==> config.mk <==
export PLATFORM = sky130hd
export DESIGN_NAME = twu_timing_watchdog
export DESIGN_NICKNAME = d
export VERILOG_FILES = /design/src/pkg/twu_pkg.sv /design/src/rtl/twu_timing_watchdog.sv
export SDC_FILE = /design/constraint.sdc
export NUM_CORES = 1
export LEC_CHECK = 0
export ABC_AREA = 1
export BUFFER_PORTS_ARGS = -buffer_cell sky130_fd_sc_hd__buf_4
export CAP_MARGIN = 30
export CORE_UTILIZATION = 35
export DETAILED_ROUTE_END_ITERATION = 10
export PLACE_DENSITY = 0.52
export SYNTH_ARGS = -nofsm -noshare
export SYNTH_HDL_FRONTEND = slang
export SYNTH_SLANG_ARGS = --single-unit
==> constraint.sdc <==
create_clock -name core_clk -period 4.1 [get_ports core_clk]
set_input_delay 0.205 -clock core_clk [delete_from_list [all_inputs] [get_ports core_clk]]
set_output_delay 0.205 -clock core_clk [all_outputs]
set_load 0.1 [all_outputs]
==> src/pkg/twu_pkg.sv <==
package twu_pkg;

    // Register indices; byte address is four times the index
    localparam logic [23:0] IDX_CONFIG = 24'hFFFF20;
    localparam logic [23:0] IDX_PRESCALE = 24'hFFFF22;
    localparam logic [23:0] IDX_RELOAD = 24'hFFFF24;
    localparam logic [23:0] IDX_CTRL_STATUS = 24'hFFFF26;
    localparam logic [23:0] IDX_COUNT = 24'hFFFF28;
    localparam logic [23:0] IDX_MATCH = 24'hFFFF2A;
    localparam logic [23:0] IDX_IRQ_STATUS = 24'hFFFF2C;
    localparam logic [23:0] IDX_IRQ_MASK = 24'hFFFF2E;
    localparam int unsigned MIN_ADDR_W = 26;

    // Decoded register selects
    localparam logic [2:0] SEL_CONFIG = 3'h0;
    localparam logic [2:0] SEL_PRESCALE = 3'h1;
    localparam logic [2:0] SEL_RELOAD = 3'h2;
    localparam logic [2:0] SEL_CTRL_STATUS = 3'h3;
    localparam logic [2:0] SEL_COUNT = 3'h4;
    localparam logic [2:0] SEL_MATCH = 3'h5;
    localparam logic [2:0] SEL_IRQ_STATUS = 3'h6;
    localparam logic [2:0] SEL_IRQ_MASK = 3'h7;

    // Configuration register fields
    localparam int unsigned CFG_CONFIG_LOCK = 0;
    localparam int unsigned CFG_PRESCALE_LOCK = 1;
    localparam int unsigned CFG_PERIODIC_LOCK = 2;
    localparam int unsigned CFG_COUNT_LOCK = 3;
    localparam int unsigned CFG_CLOCK_SEL = 4;
    localparam int unsigned CFG_METHOD = 5;
    localparam logic [7:0] CFG_LOCK_MASK = 8'h0F;
    localparam logic [7:0] CFG_WRITE_MASK = 8'h3F;
    localparam logic [7:0] CFG_RESET = 8'h00;

    // Prescaler register
    localparam logic [7:0] PRESCALE_MASK = 8'h07;
    localparam logic [2:0] PRESCALE_RESET = 3'h0;
    localparam logic [2:0] DIV_MAX_CODE = 3'h5;

    // Periodic control/status fields
    localparam int unsigned CTRL_RESTART = 0;
    localparam int unsigned CTRL_TC = 1;
    localparam int unsigned CTRL_TICK_IRQ_EN = 2;

    // Reset and key values
    localparam logic [15:0] RELOAD_RESET = 16'hFFFF;
    localparam logic [7:0] COUNT_RESET = 8'h0F;
    localparam logic [7:0] SERVICE_KEY = 8'h5C;

    // Interrupt status/mask fields
    localparam int unsigned IRQ_UNDERFLOW = 0;
    localparam int unsigned IRQ_EXPIRE = 1;
    localparam int unsigned IRQ_REFUSED = 2;
    localparam int unsigned IRQ_W = 3;

    // Power modes as driven on power_mode
    localparam logic [1:0] MODE_ACTIVE = 2'h0;
    localparam logic [1:0] MODE_POWER_SAVE = 2'h1;
    localparam logic [1:0] MODE_IDLE = 2'h2;
    localparam logic [1:0] MODE_HALT = 2'h3;

    // AXI responses
    localparam logic [1:0] RESP_OKAY = 2'h0;
    localparam logic [1:0] RESP_SLVERR = 2'h2;
    localparam logic [1:0] RESP_DECERR = 2'h3;

endpackage

==> src/rtl/twu_timing_watchdog.sv <==
`timescale 1ns/10ps
// Contract
// Counters keep running in power save, idle.
// Only service match reachable outside active mode; the code also allows IRQ status and IRQ mask.
// Halt freezes counting; resume without reload.
// Software waits five slow clocks before power save.
// Six registers at consecutive even indices; the code decodes eight.
// Locked register: writes dropped, reads arbitrary.
// Lock bits stay set until reset.
// Reset clears configuration and prescaler bits.
// Configuration bit layout: locks, clock select, method.
// Periodic lock covers reload and control/status.
// Count lock blocks count register access.
// Clock select picks underflow or prescaled tick.
// Method clear: count write reloads, match ignored.
// Method set: key 5Ch reloads stored count.
// Divisor select 0..5 divides by 1..32.
// Software never programs divisor codes 110, 111.
// Reserved bits read zero, ignore writes.
module twu_timing_watchdog
    import twu_pkg::*;
#(
    parameter int unsigned ADDR_W = 26
) (
    // Clock, reset, enable
    input wire logic core_clk,
    input wire logic reset_n,
    input wire logic clk_en,
    // Device state
    input wire logic slow_clock,
    input wire logic [1:0] power_mode,
    // AXI4-Lite write address
    input wire logic s_axi_awvalid,
    output logic s_axi_awready,
    input wire logic [ADDR_W-1:0] s_axi_awaddr,
    input wire logic [2:0] s_axi_awprot,
    // AXI4-Lite write data
    input wire logic s_axi_wvalid,
    output logic s_axi_wready,
    input wire logic [31:0] s_axi_wdata,
    input wire logic [3:0] s_axi_wstrb,
    // AXI4-Lite write response
    output logic s_axi_bvalid,
    input wire logic s_axi_bready,
    output logic [1:0] s_axi_bresp,
    // AXI4-Lite read address
    input wire logic s_axi_arvalid,
    output logic s_axi_arready,
    input wire logic [ADDR_W-1:0] s_axi_araddr,
    input wire logic [2:0] s_axi_arprot,
    // AXI4-Lite read data
    output logic s_axi_rvalid,
    input wire logic s_axi_rready,
    output logic [31:0] s_axi_rdata,
    output logic [1:0] s_axi_rresp,
    // Block outputs
    output logic prescaled_tick,
    output logic periodic_underflow,
    output logic wd_error,
    output logic irq
);

    if (ADDR_W < MIN_ADDR_W) begin : g_addr_check
        $error("ADDR_W too narrow for the register indices");
    end

    // Returns {hit, select} for a byte address
    // Indices below the first register wrap to large offsets and miss
    function automatic logic [3:0] decode(input logic [ADDR_W-1:0] a);
        logic [ADDR_W-1:0] off;
        off = (a >> 2) - ADDR_W'(IDX_CONFIG);
        decode = 4'h0;
        if (a[1:0] == 2'h0 && off < ADDR_W'(16) && !off[0]) begin
            decode = {1'b1, off[3:1]};
        end
    endfunction

    // Access allowed given power mode and locks
    function automatic logic allowed(input logic [2:0] sel, input logic [1:0] mode,
                                     input logic [7:0] cfg);
        allowed = 1'b1;
        if (mode != MODE_ACTIVE && sel != SEL_MATCH &&
            sel != SEL_IRQ_STATUS && sel != SEL_IRQ_MASK) allowed = 1'b0;
        unique case (sel)
            SEL_CONFIG: if (cfg[CFG_CONFIG_LOCK]) allowed = 1'b0;
            SEL_PRESCALE: if (cfg[CFG_PRESCALE_LOCK]) allowed = 1'b0;
            SEL_RELOAD, SEL_CTRL_STATUS: if (cfg[CFG_PERIODIC_LOCK]) allowed = 1'b0;
            SEL_COUNT: if (cfg[CFG_COUNT_LOCK]) allowed = 1'b0;
            SEL_MATCH, SEL_IRQ_STATUS, SEL_IRQ_MASK: ;
        endcase
    endfunction

    // Last prescaler count for a divisor code; reserved codes act as 32
    function automatic logic [4:0] div_last(input logic [2:0] code);
        logic [2:0] c;
        c = (code > DIV_MAX_CODE) ? DIV_MAX_CODE : code;
        div_last = 5'((6'h01 << c) - 6'h01);
    endfunction

    // Register state
    logic [7:0] wd_config_reg;
    logic [2:0] divisor_select;
    logic [15:0] tick_reload_reg;
    logic restart_pending;
    logic terminal_count;
    logic tick_irq_en;
    logic [7:0] wd_count_reg;
    logic [IRQ_W-1:0] irq_status;
    logic [IRQ_W-1:0] irq_mask;

    // Counter state
    logic slow_prev;
    logic [4:0] div_count;
    logic [15:0] periodic_count;
    logic [7:0] wd_counter;
    logic wd_running;

    // Bus state
    logic aw_full;
    logic w_full;
    logic [ADDR_W-1:0] aw_addr;
    logic [31:0] w_data;
    logic [3:0] w_strb;

    logic wr_fire;
    logic [3:0] wr_dec;
    logic wr_ok;
    logic ar_fire;
    logic [3:0] rd_dec;
    logic rd_ok;
    logic count_en;
    logic slow_rise;
    logic next_tick;
    logic next_underflow;
    logic wd_step;
    logic wr_count;
    logic wr_match;
    logic service_reload;
    logic bad_key;
    logic next_expire;
    logic refused_event;
    logic rd_clears_tc;

    // Halt stops counting; power save and idle do not
    assign count_en = clk_en && (power_mode != MODE_HALT);
    assign slow_rise = slow_clock && !slow_prev;

    assign s_axi_awready = !aw_full && !s_axi_bvalid;
    assign s_axi_wready = !w_full && !s_axi_bvalid;
    assign s_axi_arready = !s_axi_rvalid;
    assign wr_fire = clk_en && aw_full && w_full && !s_axi_bvalid;
    assign ar_fire = clk_en && s_axi_arvalid && s_axi_arready;
    assign wr_dec = decode(aw_addr);
    assign rd_dec = decode(s_axi_araddr);
    assign wr_ok = wr_dec[3] && allowed(wr_dec[2:0], power_mode, wd_config_reg);
    assign rd_ok = rd_dec[3] && allowed(rd_dec[2:0], power_mode, wd_config_reg);
    assign wr_count = wr_fire && wr_ok && wr_dec[2:0] == SEL_COUNT && w_strb[0];
    assign wr_match = wr_fire && wr_ok && wr_dec[2:0] == SEL_MATCH && w_strb[0];
    assign rd_clears_tc = ar_fire && rd_ok && rd_dec[2:0] == SEL_CTRL_STATUS;
    assign refused_event = (wr_fire && wr_dec[3] && !wr_ok) ||
                           (ar_fire && rd_dec[3] && !rd_ok);

    // Servicing: method clear uses count writes, method set uses the key
    always_comb begin
        service_reload = 1'b0;
        bad_key = 1'b0;
        if (!wd_config_reg[CFG_METHOD]) begin
            service_reload = wr_count;
        end else if (wr_match) begin
            service_reload = (w_data[7:0] == SERVICE_KEY);
            bad_key = (w_data[7:0] != SERVICE_KEY);
        end
    end

    assign next_tick = count_en && slow_rise && div_count == div_last(divisor_select);
    assign next_underflow = next_tick && !restart_pending && periodic_count == 16'h0000;

    // Watchdog source: underflow or prescaled tick
    assign wd_step = wd_config_reg[CFG_CLOCK_SEL] ? next_tick : next_underflow;
    assign next_expire = count_en && wd_running && wd_step && !service_reload &&
                         wd_counter == 8'h00;

    always_ff @(posedge core_clk or negedge reset_n) begin
        if (!reset_n) begin
            slow_prev <= 1'b0;
        end else if (clk_en) begin
            slow_prev <= slow_clock;
        end
    end

    always_ff @(posedge core_clk or negedge reset_n) begin
        if (!reset_n) begin
            div_count <= 5'h00;
        end else if (count_en && slow_rise) begin
            div_count <= next_tick ? 5'h00 : div_count + 5'h01;
        end
    end

    // Restart loads on the next tick; reload value otherwise used at zero
    always_ff @(posedge core_clk or negedge reset_n) begin
        if (!reset_n) begin
            periodic_count <= RELOAD_RESET;
        end else if (next_tick) begin
            if (restart_pending || periodic_count == 16'h0000) begin
                periodic_count <= tick_reload_reg;
            end else begin
                periodic_count <= periodic_count - 16'h0001;
            end
        end
    end

    always_ff @(posedge core_clk or negedge reset_n) begin
        if (!reset_n) begin
            prescaled_tick <= 1'b0;
            periodic_underflow <= 1'b0;
            wd_error <= 1'b0;
        end else if (clk_en) begin
            prescaled_tick <= next_tick;
            periodic_underflow <= next_underflow;
            wd_error <= next_expire || (clk_en && bad_key);
        end
    end

    // Counter freezes at zero after expiry; the error resets the device outside
    always_ff @(posedge core_clk or negedge reset_n) begin
        if (!reset_n) begin
            wd_counter <= COUNT_RESET;
            wd_running <= 1'b0;
        end else if (clk_en) begin
            if (wr_count && !wd_running) begin
                wd_running <= 1'b1;
                wd_counter <= w_data[7:0];
            end else if (service_reload) begin
                wd_running <= 1'b1;
                wd_counter <= wd_config_reg[CFG_METHOD] ? wd_count_reg : w_data[7:0];
            end else if (count_en && wd_running && wd_step && wd_counter != 8'h00) begin
                wd_counter <= wd_counter - 8'h01;
            end
        end
    end

    always_ff @(posedge core_clk or negedge reset_n) begin
        if (!reset_n) begin
            wd_config_reg <= CFG_RESET;
        end else if (wr_fire && wr_ok && wr_dec[2:0] == SEL_CONFIG && w_strb[0]) begin
            // Locks only ever get set; clock select and method follow the write, bits 7:6 stay zero
            wd_config_reg <= ((w_data[7:0] | wd_config_reg) & CFG_LOCK_MASK) |
                             (w_data[7:0] & CFG_WRITE_MASK & ~CFG_LOCK_MASK);
        end
    end

    always_ff @(posedge core_clk or negedge reset_n) begin
        if (!reset_n) begin
            divisor_select <= PRESCALE_RESET;
        end else if (wr_fire && wr_ok && wr_dec[2:0] == SEL_PRESCALE && w_strb[0]) begin
            divisor_select <= w_data[2:0];
        end
    end

    always_ff @(posedge core_clk or negedge reset_n) begin
        if (!reset_n) begin
            tick_reload_reg <= RELOAD_RESET;
        end else if (wr_fire && wr_ok && wr_dec[2:0] == SEL_RELOAD) begin
            if (w_strb[0]) tick_reload_reg[7:0] <= w_data[7:0];
            if (w_strb[1]) tick_reload_reg[15:8] <= w_data[15:8];
        end
    end

    // Restart request clears itself when the counter reloads
    always_ff @(posedge core_clk or negedge reset_n) begin
        if (!reset_n) begin
            restart_pending <= 1'b0;
            tick_irq_en <= 1'b0;
        end else if (clk_en) begin
            if (wr_fire && wr_ok && wr_dec[2:0] == SEL_CTRL_STATUS && w_strb[0]) begin
                tick_irq_en <= w_data[CTRL_TICK_IRQ_EN];
                if (w_data[CTRL_RESTART]) restart_pending <= 1'b1;
                else if (next_tick) restart_pending <= 1'b0;
            end else if (next_tick) begin
                restart_pending <= 1'b0;
            end
        end
    end

    // Terminal count: set wins over the clear-on-read
    always_ff @(posedge core_clk or negedge reset_n) begin
        if (!reset_n) begin
            terminal_count <= 1'b0;
        end else if (clk_en) begin
            if (next_underflow) terminal_count <= 1'b1;
            else if (rd_clears_tc) terminal_count <= 1'b0;
        end
    end

    always_ff @(posedge core_clk or negedge reset_n) begin
        if (!reset_n) begin
            wd_count_reg <= COUNT_RESET;
        end else if (wr_count) begin
            wd_count_reg <= w_data[7:0];
        end
    end

    // Sticky events, write one to clear; a new event beats the clear
    always_ff @(posedge core_clk or negedge reset_n) begin
        if (!reset_n) begin
            irq_status <= '0;
            irq_mask <= '0;
        end else if (clk_en) begin
            if (wr_fire && wr_ok && wr_dec[2:0] == SEL_IRQ_MASK && w_strb[0]) begin
                irq_mask <= w_data[IRQ_W-1:0];
            end
            irq_status <= (irq_status &
                ~((wr_fire && wr_ok && wr_dec[2:0] == SEL_IRQ_STATUS && w_strb[0]) ?
                  w_data[IRQ_W-1:0] : {IRQ_W{1'b0}})) |
                {refused_event, next_expire, next_underflow && tick_irq_en};
        end
    end

    always_ff @(posedge core_clk or negedge reset_n) begin
        if (!reset_n) begin
            irq <= 1'b0;
        end else if (clk_en) begin
            irq <= |(irq_status & irq_mask);
        end
    end

    // Write channel: address and data latched in either order
    always_ff @(posedge core_clk or negedge reset_n) begin
        if (!reset_n) begin
            aw_full <= 1'b0;
            w_full <= 1'b0;
            aw_addr <= '0;
            w_data <= 32'h0000_0000;
            w_strb <= 4'h0;
        end else if (clk_en) begin
            if (s_axi_awvalid && s_axi_awready) begin
                aw_full <= 1'b1;
                aw_addr <= s_axi_awaddr;
            end else if (wr_fire) begin
                aw_full <= 1'b0;
            end
            if (s_axi_wvalid && s_axi_wready) begin
                w_full <= 1'b1;
                w_data <= s_axi_wdata;
                w_strb <= s_axi_wstrb;
            end else if (wr_fire) begin
                w_full <= 1'b0;
            end
        end
    end

    always_ff @(posedge core_clk or negedge reset_n) begin
        if (!reset_n) begin
            s_axi_bvalid <= 1'b0;
            s_axi_bresp <= RESP_OKAY;
        end else if (clk_en) begin
            if (wr_fire) begin
                s_axi_bvalid <= 1'b1;
                s_axi_bresp <= !wr_dec[3] ? RESP_DECERR :
                               (wr_ok ? RESP_OKAY : RESP_SLVERR);
            end else if (s_axi_bready) begin
                s_axi_bvalid <= 1'b0;
            end
        end
    end

    // Write-only and refused registers read as zero
    always_ff @(posedge core_clk or negedge reset_n) begin
        if (!reset_n) begin
            s_axi_rvalid <= 1'b0;
            s_axi_rdata <= 32'h0000_0000;
            s_axi_rresp <= RESP_OKAY;
        end else if (clk_en) begin
            if (ar_fire) begin
                s_axi_rvalid <= 1'b1;
                s_axi_rresp <= !rd_dec[3] ? RESP_DECERR :
                               (rd_ok ? RESP_OKAY : RESP_SLVERR);
                s_axi_rdata <= 32'h0000_0000;
                if (rd_ok) begin
                    unique case (rd_dec[2:0])
                        SEL_CONFIG: s_axi_rdata <= {24'h000000, wd_config_reg};
                        SEL_PRESCALE: s_axi_rdata <= {29'h0, divisor_select};
                        SEL_RELOAD: s_axi_rdata <= {16'h0000, tick_reload_reg};
                        SEL_CTRL_STATUS: s_axi_rdata <= {29'h0, tick_irq_en,
                                                         terminal_count, restart_pending};
                        SEL_COUNT, SEL_MATCH: s_axi_rdata <= 32'h0000_0000;
                        SEL_IRQ_STATUS: s_axi_rdata <= {29'h0, irq_status};
                        SEL_IRQ_MASK: s_axi_rdata <= {29'h0, irq_mask};
                    endcase
                end
            end else if (s_axi_rready) begin
                s_axi_rvalid <= 1'b0;
            end
        end
    end

endmodule

==> results.cfg <==
[status]
status = completed

[timing]
fin_crit_ps = 3149
finalCritPeriodShare = 0.7680
hold_slack_ps = 15.10
drv_slew = 0
worstMarginPinSlew_ps = 846.3
tns_ps = 0
fin_worst_skew_ps = 12.10
relSlewSlack = 0.4358
timing.fmax_mhz = 317.6
rsz0062_at_grt = false
finalHoldViolCount = 0
setup_viol_count_final = 0

[power]
intPower_mw = 3.170
cellLeakagePower_nw = 4.642
seq_power_share = 0.408
p_comb_frac = 0.268
ir_worst_vdd_v = 0.0002829
power_density_mw_per_mm2 = 507.7
power.total_mw = 5.018
p_sw_frac = 0.3683
power_frac_clock = 0.324
p_switching_mw = 1.848

[setup_path]
start_kind = flip-flop
r2r-start = aw_addr[7]
timing.rr.end = wd_counter[3]
required_ps = 4450
path_class = reg2reg
path_max_fanout = 19
r2r_cells = 21
critPathArrivalTime_ps = 3500
critPathCaptureType = flip-flop
regToRegSetupSlack_ps = 950

[min_path]
holdCritStartpoint = s_axi_awaddr[20]
min_to = aw_addr[20]
hp-class = in2reg
whs_path_depth = 2

[synthesis]
synth_top_cell_area_share = 0.3248
synth-main-ff-cell = dfrtp_1
ys_warn_count = 0
synth_cell_types = 54
ys_ff_latch = 145
synth.most_common_cell = nand2_1
yosysTopAreaCell = dfrtp_1
ys_top_cells_by_area = dfrtp_1 32%, dfstp_2 13%, nand2_1 9.6%
avgSynthCellArea_um2 = 7.930
yosysSeqAreaShare = 0.4548
synthTopCellsByCount = 206 x nand2_1, 117 x inv_1, 109 x nor2_1, 105 x dfrtp_1, 81 x o21ai_0
netlist_instances = 1020
synth-edff-count = 0
synth_area_mm2 = 0.008089
synth-async-reset-ratio = 1.000

[global_route]
antenna_found_initial = 0
grt_overflow_total = 0
grt_max_degree = 89
grt_pass1_wl_um = 36640
grt_pass1_vias = 6861
gr-usage-all-layers = 0.1967

[die]
fp.coreArea_mm2 = 0.02264
die_w_um = 154.0
die_area_mm2 = 0.02372
io_pins = 150
start_util = 0.3573
die_h_um = 154.0
fp-row-count = 55

[cells_and_area]
largest_reg_flops = 26
syn_to_final_growth_pct = 22.18
final-instance-count-excl-fill = 1442
drive_above_1_share = 0.2152
final_net_count = 1257
antenna_cells = 0
seqCellArea_mm2 = 0.003679
largest-register = aw_addr
multi_input_area_mm2 = 0.003772
n_fill_cell = 2306
fin_area_mm2 = 0.009883

[detailed_routing]
drt-initial-drc-count = 510
viasPerCell = 4.951
vias = 7140
first_pass_iters = 6
routedWlPerCell_um = 15.27
ant_nets = 0
route.detailed.drc = 0
totalWireLength_um = 22010

[clock_tree]
htreeDepth = 4
path_clk_slew_ps = 60
cts-root-buf = clkbuf_16
clock_latency_ps = 420
clockBufferDepth = 2
cts_tree = yes
cts_buffers = 17
cts_sinks = 145

[placed_design]
placed_cell_area_mm2 = 0.009189
numPlacedInstances = 1401
port_buffers = 109
place.gp.congestion = 0.8570
dp_hpwl_um = 16370

[flow_run]
drv_cap = 0
[how the worst max path moves through the flow]
stage | cells past startpoint | start | slack, ps | endpoint
floorplan | 5 | s_axi_bvalid | 770 | w_data[14]
global placement | 21 | aw_addr[7] | 970 | wd_counter[3]
detailed placement | 21 | aw_addr[7] | 990 | wd_counter[3]
CTS | 21 | aw_addr[7] | 960 | wd_counter[3]
global route | 21 | aw_addr[7] | 550 | wd_counter[3]
finish | 21 | aw_addr[7] | 950 | wd_counter[3]
[kinds of logic after synthesis]
| group | count (synthesis) | synth area share |
|---|---|---|
| XOR/XNOR | 22 | 0.02382 |
| AO/OA/AOI/OAI | 179 | 0.1219 |
| AND/OR/NAND/NOR | 482 | 0.2800 |
| other | 1 | 0.0004636 |
| buffers and inverters | 168 | 0.08585 |
| flip-flops | 145 | 0.4548 |
| adder cells (fa/ha/maj) | 8 | 0.01237 |
| multiplexers | 15 | 0.02088 |
[metal layers]
metal | global-route usage | vias up | share of wire
li1 | - | 3593 | -
met1 | 0.2819 | 3365 | 0.50
met2 | 0.3074 | 158 | 0.45
met3 | 0.03410 | 24 | 0.040
met4 | 0.04667 | 0 | 0.010
met5 | 0 | - | 0
[layout make-up]
cell class,count,share of cell area
Multi-Input combinational cell,722,0.3817
Sequential cell,145,0.3722
Timing Repair Buffer,127,0.09913
Inverter,131,0.04975
Clock buffer,21,0.04558
Tap cell,285,0.03608
Clock inverter,11,0.01557
[placed cells by master, fill, tap and decap left out, types with 5 or more instances in the layout]
master,synthesis,final
xnor2_1,7,7
dfstp_2,40,40
xor2_1,15,15
nand3_1,61,61
mux2_2,15,15
buf_4,16,117
inv_2,11,11
o21ai_0,81,81
nor3_1,22,22
nand4_1,26,26
nand2_2,6,6
nor2_4,5,5
dlygate4sd3_1,0,9
o22ai_1,8,8
clkbuf_16,0,17
inv_1,117,117
nor4_1,13,13
nor2_1,109,109
nand2_1,206,206
ha_1,8,8
o21ai_1,19,19
conb_1,1,16
dfrtp_1,105,105
a21oi_1,45,45
[through the flow]
stage,utilization,setup WS [ps]
6_report,0.4365,951.2
5_1_grt,0.4365,546.7
4_1_cts,0.4361,960.2
3_5_place_dp,0.4059,988.6
3_3_place_gp,0.4059,973.4
2_1_floorplan,-,770.6
[what timing repair did]
action | in CTS | in global routing
buffers inserted | 0 | 0
resized for setup | 0 | 0
hold buffers | 8 | 1
endpoints found under the hold margin | 68 | 1
[worst max-delay path, stage by stage (launching register included)]
cell and delay (ps):
dfrtp_1 400, inv_1 120, ha_1 250, inv_1 90, nand2_1 80, nand2_1 70, nor2_1 120, nand3_2 110
nor2_4 170, nand2_4 90, nor2_4 150, nand3_2 90, nand3_2 100, nand2_4 80, nand2_8 120, nand4_4 260
nor2_4 270, inv_2 110, nand3_4 140, nand2_1 60, nor2_1 130, nor2_1 60
[power by group through the flow]
stage | clock, mW | sequential, mW | combinational (mW)
after floorplan | 0 | 2.03 | 0.953
after global placement | 0 | 2.07 | 1.33
after detailed placement | 0 | 2.07 | 1.35
after CTS | 1.66 | 2.05 | 1.36
after global routing | 1.73 | 2.10 | 1.51
final | 1.63 | 2.05 | 1.34
Power figures use the tool's default switching activity.
